==> src/logic/crs_pkg.sv <==
package crs_pkg;
  localparam int ADDR_W = 7;
  localparam int DATA_W = 32;
  localparam int GPR_N  = 13;
  localparam int IDX_W  = 4;
  localparam int PRIO_W = 9;
  localparam int APP_W  = 5;
  localparam int INUM_W = 9;
  localparam int ELO_W  = 6;
  localparam int EHI_W  = 2;
  localparam int MODE_W = 2;

  localparam logic [IDX_W-1:0] IDX_LOW_LAST = 4'h7;
  localparam logic [IDX_W-1:0] IDX_SP       = 4'hd;
  localparam logic [IDX_W-1:0] IDX_LR       = 4'he;
  localparam logic [IDX_W-1:0] IDX_PC       = 4'hf;

  localparam logic [ADDR_W-1:0] OFS_GPR0     = 7'h00;
  localparam logic [ADDR_W-1:0] OFS_SP       = 7'h34;
  localparam logic [ADDR_W-1:0] OFS_LR       = 7'h38;
  localparam logic [ADDR_W-1:0] OFS_PC       = 7'h3c;
  localparam logic [ADDR_W-1:0] OFS_STAT_ALL = 7'h40;
  localparam logic [ADDR_W-1:0] OFS_APP      = 7'h44;
  localparam logic [ADDR_W-1:0] OFS_INUM     = 7'h48;
  localparam logic [ADDR_W-1:0] OFS_EXEC     = 7'h4c;
  localparam logic [ADDR_W-1:0] OFS_PRIM     = 7'h50;
  localparam logic [ADDR_W-1:0] OFS_FMASK    = 7'h54;
  localparam logic [ADDR_W-1:0] OFS_BPRI     = 7'h58;
  localparam logic [ADDR_W-1:0] OFS_MODE     = 7'h5c;
  localparam logic [ADDR_W-1:0] OFS_MAIN_SP  = 7'h60;
  localparam logic [ADDR_W-1:0] OFS_PROC_SP  = 7'h64;
  localparam logic [ADDR_W-1:0] OFS_FAULT    = 7'h68;

  localparam int APP_LSB  = 27;
  localparam int EHI_LSB  = 25;
  localparam int ISET_BIT = 24;
  localparam int ELO_LSB  = 10;
  localparam int MODE_USER_BIT = 0;
  localparam int MODE_PSP_BIT  = 1;
  localparam int FLT_ISET_BIT  = 0;
  localparam int FLT_PRIV_BIT  = 1;
  localparam int FLT_HNDL_BIT  = 8;
  localparam int FLT_USER_BIT  = 9;

  localparam logic [DATA_W-1:0] WORD_RST = 32'h0000_0000;
  localparam logic [DATA_W-1:0] SP_ALIGN = 32'hffff_fffc;
  localparam logic [DATA_W-1:0] PC_ALIGN = 32'hffff_fffe;
  localparam logic [APP_W-1:0]  APP_RST  = 5'h00;
  localparam logic [INUM_W-1:0] INUM_RST = 9'h000;
  localparam logic [ELO_W-1:0]  ELO_RST  = 6'h00;
  localparam logic [EHI_W-1:0]  EHI_RST  = 2'h0;
  localparam logic [PRIO_W-1:0] BPRI_RST = 9'h000;
  localparam logic [MODE_W-1:0] MODE_RST = 2'h0;
  localparam logic              MASK_RST = 1'b0;
  localparam logic [1:0]        FLT_RST  = 2'h0;
  localparam logic              ISET_ONE = 1'b1;

  typedef enum logic [1:0] {
    KIND_NMI   = 2'h0,
    KIND_HARD  = 2'h1,
    KIND_OTHER = 2'h3
  } crs_kind_t;

  typedef enum logic {
    BUS_IDLE = 1'b0,
    BUS_ACK  = 1'b1
  } crs_bus_t;
endpackage

==> src/logic/crs_gpr_bank.sv <==
`timescale 1ns/1ps
module crs_gpr_bank (
  input  wire logic                         mclk,
  input  wire logic                         reset_n,
  input  wire logic                         clk_en,
  input  wire logic                         wr_en,
  input  wire logic [crs_pkg::IDX_W-1:0]    wr_idx,
  input  wire logic [crs_pkg::DATA_W-1:0]   wr_data,
  input  wire logic [crs_pkg::IDX_W-1:0]    rd_a_idx,
  output logic      [crs_pkg::DATA_W-1:0]   rd_a_data,
  input  wire logic [crs_pkg::IDX_W-1:0]    rd_b_idx,
  output logic      [crs_pkg::DATA_W-1:0]   rd_b_data
);
  import crs_pkg::*;

  logic [DATA_W-1:0] gpr_reg [GPR_N];

  always_ff @(posedge mclk) begin
    if (!reset_n) begin
      for (int i = 0; i < GPR_N; i++) begin
        gpr_reg[i] <= WORD_RST;
      end
    end else if (clk_en && wr_en && (int'(wr_idx) < GPR_N)) begin
      gpr_reg[wr_idx] <= wr_data;
    end
  end

  // Indices past the bank read zero so callers need no range check.
  assign rd_a_data = (int'(rd_a_idx) < GPR_N) ? gpr_reg[rd_a_idx] : WORD_RST;
  assign rd_b_data = (int'(rd_b_idx) < GPR_N) ? gpr_reg[rd_b_idx] : WORD_RST;
endmodule

==> src/logic/crs_mask_eval.sv <==
`timescale 1ns/1ps
module crs_mask_eval (
  input  wire logic                       prim_mask,
  input  wire logic                       fault_mask,
  input  wire logic [crs_pkg::PRIO_W-1:0] base_prio,
  input  crs_pkg::crs_kind_t              cand_kind,
  input  wire logic [crs_pkg::PRIO_W-1:0] cand_prio,
  output logic                            permit
);
  import crs_pkg::*;

  logic prio_ok;

  // A zero threshold turns priority masking off altogether.
  assign prio_ok = (base_prio == BPRI_RST) || (cand_prio < base_prio);

  always_comb begin
    case (cand_kind)
      KIND_NMI:   permit = 1'b1;
      KIND_HARD:  permit = !fault_mask;
      KIND_OTHER: permit = !fault_mask && !prim_mask && prio_ok;
      default:    permit = 1'b0;
    endcase
  end
endmodule

==> src/logic/crs_top.sv <==
// What this block does
// - All sixteen core registers are full 32-bit storage.
// - Low general registers 0-7 are reachable by every access, any length.
// - High general registers 8-12 are unreachable from narrow 16-bit accesses.
// - Stack pointer banks main and process copies; process only in thread operation.
// - Stack pointer low two bits always read and store as zero.
// - A subroutine call loads its return address into the link register.
// - Instruction pointer bit zero always reads and stores as zero.
// - Status word readable combined or as three separate views; all but the exception number are writable.
// - Application flags sit in status bits 31 down to 27.
// - Active exception number sits in the nine lowest interrupt status bits.
// - Execution state fields live at bits 15:10 and 26:25.
// - Execution bit 24 stays one; a clearing write raises a fault.
// - Primary mask set lets through only non-maskable interrupt and hard fault.
// - Fault mask set lets through only the non-maskable interrupt.
// - Nonzero base priority blocks candidates with equal or higher priority value.
// - Base priority of zero disables priority masking.
// - Mode bit zero selects privileged or user thread operation.
// - Mode bit one selects main or process stack in thread operation.
// - Stack-select bit holds zero throughout handler mode.
// - Handler mode while servicing an exception, always privileged; thread otherwise.
// - User level access to protected special registers is refused with a fault.
//
// Added by the designer: the Avalon-MM interface to the registers and the register addresses.
`timescale 1ns/1ps
module crs_top (
  input  wire logic                         mclk,
  input  wire logic                         reset_n,
  input  wire logic                         clk_en,
  input  wire logic [crs_pkg::ADDR_W-1:0]   avs_address,
  input  wire logic                         avs_read,
  input  wire logic                         avs_write,
  input  wire logic [crs_pkg::DATA_W-1:0]   avs_writedata,
  output logic      [crs_pkg::DATA_W-1:0]   avs_readdata,
  output logic                              avs_waitrequest,
  input  wire logic                         core_wr_en,
  input  wire logic [crs_pkg::IDX_W-1:0]    core_wr_idx,
  input  wire logic [crs_pkg::DATA_W-1:0]   core_wr_data,
  input  wire logic                         core_narrow,
  input  wire logic [crs_pkg::IDX_W-1:0]    core_rd_idx,
  output logic      [crs_pkg::DATA_W-1:0]   core_rd_data,
  input  wire logic                         call_en,
  input  wire logic [crs_pkg::DATA_W-1:0]   call_ret_addr,
  input  wire logic                         flags_wr_en,
  input  wire logic [crs_pkg::APP_W-1:0]    flags_in,
  input  wire logic                         exc_enter,
  input  wire logic [crs_pkg::INUM_W-1:0]   exc_number,
  input  wire logic                         exc_return,
  input  wire logic                         exc_ret_psp,
  input  crs_pkg::crs_kind_t                cand_kind,
  input  wire logic [crs_pkg::PRIO_W-1:0]   cand_prio,
  output logic                              cand_permit,
  output logic                              handler_mode,
  output logic                              user_level,
  output logic                              psp_active,
  output logic                              fault_pulse
);
  import crs_pkg::*;

  logic [DATA_W-1:0] msp_reg;
  logic [DATA_W-1:0] psp_reg;
  logic [DATA_W-1:0] link_reg;
  logic [DATA_W-1:0] pc_reg;
  logic [APP_W-1:0]  app_reg;
  logic [INUM_W-1:0] inum_reg;
  logic [ELO_W-1:0]  elo_reg;
  logic [EHI_W-1:0]  ehi_reg;
  logic              prim_reg;
  logic              fmask_reg;
  logic [PRIO_W-1:0] bpri_reg;
  logic [MODE_W-1:0] mode_reg;
  logic              handler_reg;
  logic [1:0]        flt_reg;
  logic [1:0]        flt_next;
  logic              fault_reg;
  crs_bus_t          st_reg;
  logic              busy_q_reg;
  logic [DATA_W-1:0] rdata_reg;
  logic [DATA_W-1:0] core_rd_reg;
  logic [DATA_W-1:0] gpr_a;
  logic [DATA_W-1:0] gpr_b;
  logic [DATA_W-1:0] stat_all;
  logic [DATA_W-1:0] sp_view;
  logic              core_busy;
  logic              bus_req;
  logic              bus_take;
  logic              refuse;
  logic              bw;
  logic              iset_clear;
  logic              core_gpr_ok;
  logic              bus_gpr_wr;
  logic              bank_wr;
  logic [IDX_W-1:0]  bank_idx;
  logic [DATA_W-1:0] bank_data;

  // Special registers that user level code may not touch.
  function automatic logic is_protected(input logic [ADDR_W-1:0] a);
    return (a == OFS_STAT_ALL) || (a == OFS_EXEC) || (a == OFS_PRIM) ||
           (a == OFS_FMASK) || (a == OFS_BPRI) || (a == OFS_MODE) ||
           (a == OFS_MAIN_SP) || (a == OFS_PROC_SP);
  endfunction

  function automatic logic high_gpr(input logic [IDX_W-1:0] idx);
    return (idx > IDX_LOW_LAST) && (int'(idx) < GPR_N);
  endfunction

  assign handler_mode = handler_reg;
  assign user_level   = !handler_reg && mode_reg[MODE_USER_BIT];
  assign psp_active   = !handler_reg && mode_reg[MODE_PSP_BIT];
  assign sp_view      = psp_active ? psp_reg : msp_reg;
  assign fault_pulse  = fault_reg;

  // One combined view assembled from the three separate fields.
  assign stat_all = {app_reg, ehi_reg, ISET_ONE, 8'h00, elo_reg, 1'b0, inum_reg};

  function automatic logic [DATA_W-1:0] bus_view(input logic [ADDR_W-1:0] a);
    logic [DATA_W-1:0] v;
    v = WORD_RST;
    if (a < OFS_SP) begin
      v = gpr_a;
    end else begin
      case (a)
        OFS_SP:       v = sp_view;
        OFS_LR:       v = link_reg;
        OFS_PC:       v = pc_reg;
        OFS_STAT_ALL: v = stat_all;
        OFS_APP:      v = {app_reg, 27'h0000000};
        OFS_INUM:     v = {23'h000000, inum_reg};
        OFS_EXEC:     v = {5'h00, ehi_reg, ISET_ONE, 8'h00, elo_reg, 10'h000};
        OFS_PRIM:     v = {31'h00000000, prim_reg};
        OFS_FMASK:    v = {31'h00000000, fmask_reg};
        OFS_BPRI:     v = {23'h000000, bpri_reg};
        OFS_MODE:     v = {30'h00000000, mode_reg};
        OFS_MAIN_SP:  v = msp_reg;
        OFS_PROC_SP:  v = psp_reg;
        OFS_FAULT:    v = {22'h000000, user_level, handler_reg, 6'h00, flt_reg};
        default:      v = WORD_RST;
      endcase
    end
    return v;
  endfunction

  function automatic logic [DATA_W-1:0] core_view(input logic [IDX_W-1:0] idx);
    logic [DATA_W-1:0] v;
    v = gpr_b;
    if (core_narrow && high_gpr(idx)) begin
      v = WORD_RST;
    end else if (idx == IDX_SP) begin
      v = sp_view;
    end else if (idx == IDX_LR) begin
      v = link_reg;
    end else if (idx == IDX_PC) begin
      v = pc_reg;
    end
    return v;
  endfunction

  // Core traffic always wins; the bus waits until the core has been quiet
  // for a cycle so that captured read data is never stale.
  assign core_busy = core_wr_en || call_en || flags_wr_en || exc_enter || exc_return;
  assign bus_req   = avs_read || avs_write;
  assign bus_take  = clk_en && bus_req && (st_reg == BUS_ACK) && !core_busy && !busy_q_reg;
  assign avs_waitrequest = !bus_take;
  assign avs_readdata    = rdata_reg;
  assign core_rd_data    = core_rd_reg;

  assign refuse = user_level && is_protected(avs_address);
  assign bw     = bus_take && avs_write && !refuse;
  assign iset_clear = bw && !avs_writedata[ISET_BIT] &&
                      ((avs_address == OFS_STAT_ALL) || (avs_address == OFS_EXEC));

  assign core_gpr_ok = core_wr_en && !(core_narrow && high_gpr(core_wr_idx));
  assign bus_gpr_wr  = bw && (avs_address < OFS_SP);
  assign bank_wr     = (core_gpr_ok && (int'(core_wr_idx) < GPR_N)) || bus_gpr_wr;
  assign bank_idx    = core_wr_en ? core_wr_idx : avs_address[5:2];
  assign bank_data   = core_wr_en ? core_wr_data : avs_writedata;

  crs_gpr_bank u_gpr (
    .mclk      (mclk),
    .reset_n   (reset_n),
    .clk_en    (clk_en),
    .wr_en     (bank_wr),
    .wr_idx    (bank_idx),
    .wr_data   (bank_data),
    .rd_a_idx  (avs_address[5:2]),
    .rd_a_data (gpr_a),
    .rd_b_idx  (core_rd_idx),
    .rd_b_data (gpr_b)
  );

  crs_mask_eval u_mask (
    .prim_mask  (prim_reg),
    .fault_mask (fmask_reg),
    .base_prio  (bpri_reg),
    .cand_kind  (cand_kind),
    .cand_prio  (cand_prio),
    .permit     (cand_permit)
  );

  always_ff @(posedge mclk) begin
    if (!reset_n) begin
      st_reg     <= BUS_IDLE;
      busy_q_reg <= 1'b0;
      rdata_reg  <= WORD_RST;
    end else if (clk_en) begin
      busy_q_reg <= core_busy;
      if (bus_req) begin
        rdata_reg <= refuse ? WORD_RST : bus_view(avs_address);
      end
      case (st_reg)
        BUS_IDLE: if (bus_req) st_reg <= BUS_ACK;
        BUS_ACK:  if (bus_take) st_reg <= BUS_IDLE;
        default:  st_reg <= BUS_IDLE;
      endcase
    end
  end

  always_ff @(posedge mclk) begin
    if (!reset_n) begin
      core_rd_reg <= WORD_RST;
    end else if (clk_en) begin
      core_rd_reg <= core_view(core_rd_idx);
    end
  end

  // Stack pointers, link and instruction pointer; alignment is forced on stack and instruction pointer stores.
  always_ff @(posedge mclk) begin
    if (!reset_n) begin
      msp_reg  <= WORD_RST;
      psp_reg  <= WORD_RST;
      link_reg <= WORD_RST;
      pc_reg   <= WORD_RST;
    end else if (clk_en) begin
      if (call_en) begin
        link_reg <= call_ret_addr;
      end else if (core_wr_en && core_wr_idx == IDX_LR) begin
        link_reg <= core_wr_data;
      end else if (bw && avs_address == OFS_LR) begin
        link_reg <= avs_writedata;
      end
      if (core_wr_en && core_wr_idx == IDX_PC) begin
        pc_reg <= core_wr_data & PC_ALIGN;
      end else if (bw && avs_address == OFS_PC) begin
        pc_reg <= avs_writedata & PC_ALIGN;
      end
      if ((core_wr_en && core_wr_idx == IDX_SP && !psp_active) ||
          (bw && avs_address == OFS_SP && !psp_active && !core_busy) ||
          (bw && avs_address == OFS_MAIN_SP)) begin
        msp_reg <= (core_wr_en ? core_wr_data : avs_writedata) & SP_ALIGN;
      end
      if ((core_wr_en && core_wr_idx == IDX_SP && psp_active) ||
          (bw && avs_address == OFS_SP && psp_active) ||
          (bw && avs_address == OFS_PROC_SP)) begin
        psp_reg <= (core_wr_en ? core_wr_data : avs_writedata) & SP_ALIGN;
      end
    end
  end

  // Status fields. Bit 24 has no storage; it reads as one in the combined and execution views unless a user level read is refused.
  always_ff @(posedge mclk) begin
    if (!reset_n) begin
      app_reg  <= APP_RST;
      elo_reg  <= ELO_RST;
      ehi_reg  <= EHI_RST;
      inum_reg <= INUM_RST;
    end else if (clk_en) begin
      if (flags_wr_en) begin
        app_reg <= flags_in;
      end else if (bw && (avs_address == OFS_STAT_ALL || avs_address == OFS_APP)) begin
        app_reg <= avs_writedata[APP_LSB +: APP_W];
      end
      if (bw && (avs_address == OFS_STAT_ALL || avs_address == OFS_EXEC)) begin
        elo_reg <= avs_writedata[ELO_LSB +: ELO_W];
        ehi_reg <= avs_writedata[EHI_LSB +: EHI_W];
      end
      if (exc_enter) begin
        inum_reg <= exc_number;
      end else if (exc_return) begin
        inum_reg <= INUM_RST;
      end
    end
  end

  always_ff @(posedge mclk) begin
    if (!reset_n) begin
      prim_reg    <= MASK_RST;
      fmask_reg   <= MASK_RST;
      bpri_reg    <= BPRI_RST;
      mode_reg    <= MODE_RST;
      handler_reg <= 1'b0;
    end else if (clk_en) begin
      if (bw && avs_address == OFS_PRIM) prim_reg <= avs_writedata[0];
      if (bw && avs_address == OFS_FMASK) fmask_reg <= avs_writedata[0];
      if (bw && avs_address == OFS_BPRI) bpri_reg <= avs_writedata[PRIO_W-1:0];
      if (exc_enter) begin
        handler_reg <= 1'b1;
        mode_reg[MODE_PSP_BIT] <= 1'b0;
      end else if (exc_return) begin
        handler_reg <= 1'b0;
        mode_reg[MODE_PSP_BIT] <= exc_ret_psp;
      end else if (bw && avs_address == OFS_MODE) begin
        mode_reg[MODE_USER_BIT] <= avs_writedata[MODE_USER_BIT];
        mode_reg[MODE_PSP_BIT]  <= avs_writedata[MODE_PSP_BIT] && !handler_reg;
      end
    end
  end

  // Fault causes are sticky and clear by writing one; a new fault wins.
  always_comb begin
    flt_next = flt_reg;
    if (bw && avs_address == OFS_FAULT) begin
      flt_next = flt_reg & ~avs_writedata[1:0];
    end
    if (iset_clear) flt_next[FLT_ISET_BIT] = 1'b1;
    if (bus_take && refuse) flt_next[FLT_PRIV_BIT] = 1'b1;
  end

  always_ff @(posedge mclk) begin
    if (!reset_n) begin
      flt_reg   <= FLT_RST;
      fault_reg <= 1'b0;
    end else if (clk_en) begin
      flt_reg   <= flt_next;
      fault_reg <= iset_clear || (bus_take && refuse);
    end
  end

  a_sp_aligned: assert property (@(posedge mclk) disable iff (!reset_n)
    (msp_reg[1:0] == 2'h0) && (psp_reg[1:0] == 2'h0))
    else $error("stack pointer lost word alignment");

  a_pc_aligned: assert property (@(posedge mclk) disable iff (!reset_n)
    clk_en && core_wr_en && core_wr_idx == IDX_PC |=> pc_reg == ($past(core_wr_data) & PC_ALIGN))
    else $error("instruction pointer write not stored half-word aligned");

  a_call_link: assert property (@(posedge mclk) disable iff (!reset_n)
    clk_en && call_en |=> link_reg == $past(call_ret_addr))
    else $error("call did not load the return address");

  a_iset_fault: assert property (@(posedge mclk) disable iff (!reset_n)
    iset_clear |=> fault_pulse && flt_reg[FLT_ISET_BIT] && stat_all[ISET_BIT])
    else $error("clearing the execution state bit did not fault");

  a_user_refuse: assert property (@(posedge mclk) disable iff (!reset_n)
    bus_take && avs_write && user_level && avs_address == OFS_PRIM
    |=> fault_pulse && prim_reg == $past(prim_reg))
    else $error("user level write to a protected register was not refused");

  a_handler_stack: assert property (@(posedge mclk) disable iff (!reset_n)
    handler_reg |-> !mode_reg[MODE_PSP_BIT] && !psp_active && !user_level)
    else $error("handler mode with process stack or user level");

  a_enter_number: assert property (@(posedge mclk) disable iff (!reset_n)
    clk_en && exc_enter |=> handler_mode && stat_all[INUM_W-1:0] == $past(exc_number))
    else $error("exception entry not recorded");

  a_prim_block: assert property (@(posedge mclk) disable iff (!reset_n)
    prim_reg && cand_kind == KIND_OTHER |-> !cand_permit)
    else $error("primary mask let an ordinary exception through");

  a_fault_block: assert property (@(posedge mclk) disable iff (!reset_n)
    fmask_reg |-> cand_permit == (cand_kind == KIND_NMI))
    else $error("fault mask admitted something other than the non-maskable interrupt");

  a_bpri_level: assert property (@(posedge mclk) disable iff (!reset_n)
    bpri_reg != BPRI_RST && cand_kind == KIND_OTHER && cand_prio >= bpri_reg |-> !cand_permit)
    else $error("base priority failed to block");

  a_bpri_off: assert property (@(posedge mclk) disable iff (!reset_n)
    bpri_reg == BPRI_RST && !prim_reg && !fmask_reg && cand_kind == KIND_OTHER |-> cand_permit)
    else $error("zero base priority still masked");

  a_reset_clear: assert property (@(posedge mclk) disable iff (!reset_n)
    $rose(reset_n) |-> !prim_reg && !fmask_reg && bpri_reg == BPRI_RST && mode_reg == MODE_RST)
    else $error("masks or mode not cleared by reset");
endmodule

==> config.mk <==
export PLATFORM = sky130hd
export DESIGN_NAME = crs_top
export DESIGN_NICKNAME = d
export VERILOG_FILES = /design/src/logic/crs_pkg.sv /design/src/logic/crs_gpr_bank.sv /design/src/logic/crs_mask_eval.sv /design/src/logic/crs_top.sv
export SDC_FILE = /design/constraint.sdc
export NUM_CORES = 2
export LEC_CHECK = 0
export BUFFER_PORTS_ARGS = -buffer_cell sky130_fd_sc_hd__buf_2
export CORE_MARGIN = 2
export CORE_UTILIZATION = 55
export DETAILED_ROUTE_END_ITERATION = 10
export GPL_TIMING_DRIVEN = 0
export PLACE_DENSITY = 0.73
export SLEW_MARGIN = 20
export SYNTH_ARGS = -nofsm -noshare
export SYNTH_HDL_FRONTEND = slang
export SYNTH_HIERARCHICAL = 1
export SYNTH_SLANG_ARGS = --single-unit
export TNS_END_PERCENT = 10
==> constraint.sdc <==
create_clock -name mclk -period 6.2 [get_ports mclk]
set_input_delay 1.24 -clock mclk [delete_from_list [all_inputs] [get_ports mclk]]
set_output_delay 1.24 -clock mclk [all_outputs]
set_load 0.03 [all_outputs]
## Yosys cells after proc, flatten, opt, wreduce, memory -nomap -nowiden

Memory sizes are Yosys's and may differ from the RTL's.
Index checks and enable logic that the tools add are counted.

- $lt $le $gt $ge: 8
- Reductions and logical operators: 99
- Equal/unequal tests: 22
- Muxes and demuxes: 40
- Bitwise gates (word level): 5

Operator list:

| cell | number |
|---|---|
| $mux W32 | 16 |
| $pmux W32 S14 | 1 |
| $eq A7 B7 Y1 const B | 11 |
| $logic_and A1 B1 Y1 | 44 |
| $reduce_or A32 Y1 | 1 |
| $reduce_and A2 Y1 | 14 |
| $eq A4 B4 Y1 const B | 6 |
| $eq A7 B6 Y1 const B | 3 |
| $logic_or A1 B1 Y1 | 20 |
| $mux W9 | 2 |
| $lt A4 B4 Y1 const B | 4 |
| $mux W1 | 13 |
| $logic_not A1 Y1 | 10 |
| $mux W5 | 2 |
| $reduce_bool A2 Y1 | 5 |
| $logic_not A9 Y1 | 1 |
| $lt A9 B9 Y1 | 1 |
| $gt A4 B3 Y1 const B | 2 |
| $mux W4 | 2 |
| $lt A7 B6 Y1 const B | 1 |
| $reduce_bool A3 Y1 | 2 |
| $mux W2 | 2 |
| $reduce_and A4 Y1 | 1 |
| $not A1 Y1 | 3 |
| 7 further kinds | 7 |

- Word-level logic and storage cells: 196
- Register bits: 229
- Bits in writable memories: 416
- Memories: 1
- Output and inout bits: 70

Memory list:

| memory | depth | width | rd ports | clocked after Yosys merged registers in | wr ports | RTL line | RTL |
|---|---|---|---|---|---|---|---|
| u_gpr.gpr_reg | 13 | 32 | 2 | 0 | 13 | crs_gpr_bank.sv:16 | `logic [DATA_W-1:0] gpr_reg [GPR_N];` |

## Logic depth before layout (Yosys ltp)

- Word-level depth: 20
- Mapped depth: 12

## Modules after synthesis

Netlist, hierarchy kept.

By module, submodules not included:

| module | times used | area an instance (um2) | cells each | seq. area each (um2) |
|---|---|---|---|---|
| crs_gpr_bank | 1 | 22167.5 | 1539 | 12582.1 |
| crs_top | 1 | 12854.8 | 1505 | 4564.4 |
| crs_mask_eval | 1 | 247.7 | 36 | 0.0 |

## Worst setup path after synthesis

No wires, ideal clock.

- Path type: input port to flip-flop
- From: in avs_address[2] (netlist bit)
- To: mem u_gpr.gpr_reg[8][0], enable pin
- Slack: 0.438 ns
- Stages on the path: 10
- Arrival: 5.296 ns
- Cell sequence: buf_4 > o211ai_1 > and2_1 > clkbuf_1 > clkbuf_1 > a22o_1 > and3_2 > or3b_1 > buf_6 > o21ai_0

RTL lines:

| what | RTL line | RTL |
|---|---|---|
| start, declared | crs_top.sv:30 | `input wire logic [crs_pkg::ADDR_W-1:0] avs_address,` |
| end, declared | crs_gpr_bank.sv:16 |  |

==> reports/metrics.cfg <==
[cts]
clk_pin_slew_ps=60
cts_max_path_buffers=3
clk_latency_ps=640
cts.repair.resized=0
cts_tree=done
numCtsBuffers=73
cts.sinks=647
postCtsSetupRepairBufs=0
root_buffer=clkbuf_16
cts-htree-levels=3
ctsHoldBuffers=0

[timing]
relSlewSlack=0.130
setup_ws_ps=740
slew_viol_final=0
rsz0062_at_grt=no
fin_crit_sh=0.881
tightest_slew_ps=1310
setup_viol=0
hold_viol_final=0
fmax_mhz=183
finClkSkew_ps=20.8
min_period_ps=5460

[yosys]
synth_top_cell_area_share=0.357
ys_ff_latch=647
yosys_warnings=6
syn-cell-area_mm2=0.0353
postSynthAreaPerCell_um2=11.5
yosysMostFrequentCell=and2_1
synth_commonest_cells=424 x and2_1, 419 x edfxtp_1, 269 x nand2_1
ys.flop_type=edfxtp_1
yosysSeqAreaShare=0.486
synthCells=3080
synth_top_area_cell=edfxtp_1
async_reset_ff_frac=0
synth_edf_count=419
ys_types=92
synth.area.top_cells=edfxtp_1 36%, dfxtp_1 13%, mux4_2 8.9%

[power_and_ir_drop]
power_density_mw_per_mm2=269
sw_frac_of_total=0.274
p_sw_mw=2.98
p_int_mw=7.89
combPwrFrac=0.140
leakagePower_nw=14.7
pwr-share-seq=0.451
clkPwrFrac=0.409
peakVddDrop_uv=278

[finish]
multiInputGateArea_mm2=0.0168
instances_no_fill=4298
final_nets=3546
largest_register_ffs=419
regArea_mm2=0.0171
syn_to_final_growth_pct=14.8
drive_above_1_share=0.215
fillCellCount=4979

[drt]
drt-initial-drc-count=4321
antenna_left=0
drc=0
routed_wl_um=147000
num_vias=30000
drt_pass1_iterations=7
drt-wirelength-per-cell_um=34.1
vias_per_cell=6.98

[floorplan]
design.die.area_mm2=0.0662
io_pins=218
start_util=0.558
rows=92
die_height_um=257
core_mm2=0.0632
die_w_um=257

[setup_path]
r2r_start=st_reg
worstPathCellList=buf_2 -> buf_1 -> clkbuf_1 -> o21ai_1 -> nand2_1 -> nand4_1 -> nor3_1 -> or2b_2 -> buf_12
startpoint=core_wr_en
worstSetupPathType=input pin to register
cp.arrival_ps=5770
worstPathRequired_ps=6510
reg2reg_slack_ps=2190
worstSetupEndpointType=register
critPathTopFamily=simple AND/OR/NAND/NOR gates
start_kind=input pin
critPathMaxStageDelay_ps=860
path_max_fanout=19
critPathSlowestCell=nor3_1
cp_num_buf_inv=4

[run_status]
outcome=finished clean

[placed_design]
dp.cells=4160
dpl_worst_slack_ps=405
hpwlAfterDp_um=108000
finalWeightedCongestion=1.05
port-buffer-count=212

[global_routing]
grt_pass1_vias=29300
grt_pass1_wl_um=207000
grt_antenna_before_repair=8
grt.overflow.total=0
grt_max_degree=33
grt_use_total=0.437

[worst_hold_path]
hp-class=register to register
worstHoldStart=avs_readdata[19]

[job]
cap_viol_max_count=0

## final timing paths
| path | end | cells past startpoint |
|---|---|---|
| setup / recovery | u_gpr/gpr_reg[3][7] | 9 |
| hold / removal | avs_readdata[19] | 2 |
| setup reg to reg | u_gpr/gpr_reg[2][28] | 9 |
| hold reg to reg | avs_readdata[19] | 2 |
## routing by layer
layer	up-vias	part of all wire	track usage	wire, um
li1	12100	-	-	-
met1	14700	0.35	0.540	50600
met2	2600	0.45	0.678	65700
met3	624	0.14	0.139	20600
met4	8	0.066	0.249	9730
met5	-	0.00036	0	53
## tightest hold or removal path: stages (launching register included)
cell	delay, ps
dfxtp_1	330
nand2_1	50
o21ai_0	60
## power by group through the flow
stage / Sequential (mW) / Clock (mW) / Combinational, mW
6_report: 4.90 / 4.44 / 1.52
5_1_grt: 4.92 / 4.62 / 1.55
4_1_cts: 4.89 / 4.44 / 1.45
3_5_place_dp: 4.98 / 0 / 1.45
3_3_place_gp: 4.98 / 0 / 1.37
2_1_floorplan: 4.99 / 0 / 0.782
## cell families (layout without fill, tap and decap cells)
logic type      Yosys count  after routing  synth area share
simple gates           1007           1007             0.157
flops                   647            647             0.486
other cells               1              7          0.000106
fa+ha+maj                 8              8           0.00284
mux                     473            473             0.187
compound gates          630            630             0.125
buf+inv                 313            679            0.0413
xor+xnor                  1              1          0.000248
## cells in the final DEF, fill, tap and decap left out, types with 89 or more instances in the layout
master and count:
nand2_1 269, edfxtp_1 419, dfxtp_1 228, buf_2 272, clkbuf_1 189, mux2i_1 233, and2_1 424, a21oi_1 224
mux2_2 100, mux4_2 140, nor2_1 89
## through the flow
stage	power (mW)	area (um^2)	hold WS (ps)	utilization	setup TNS, ps
6_report	10.9	40500	466	0.640	0
5_1_grt	11.1	40500	492	0.640	0
4_1_cts	10.8	40500	460	0.640	0
3_5_place_dp	6.43	38000	449	0.602	0
3_3_place_gp	6.36	37400	438	0.592	-891170
2_1_floorplan	5.77	35300	431	-	0
## final cells by class
| type | count | area share |
|---|---|---|
| Buffer | 289 | 0.0338 |
| Tap cell | 846 | 0.0262 |
| Antenna cell | 4 | 0.000247 |
| Inverter | 24 | 0.00223 |
| Timing Repair Buffer | 233 | 0.0390 |
| Clock inverter | 41 | 0.0113 |
| Clock buffer | 92 | 0.0482 |
| Multi-Input combinational cell | 2122 | 0.415 |
| Sequential cell | 647 | 0.424 |
Note: power is estimated with default switching activity, not from simulation.
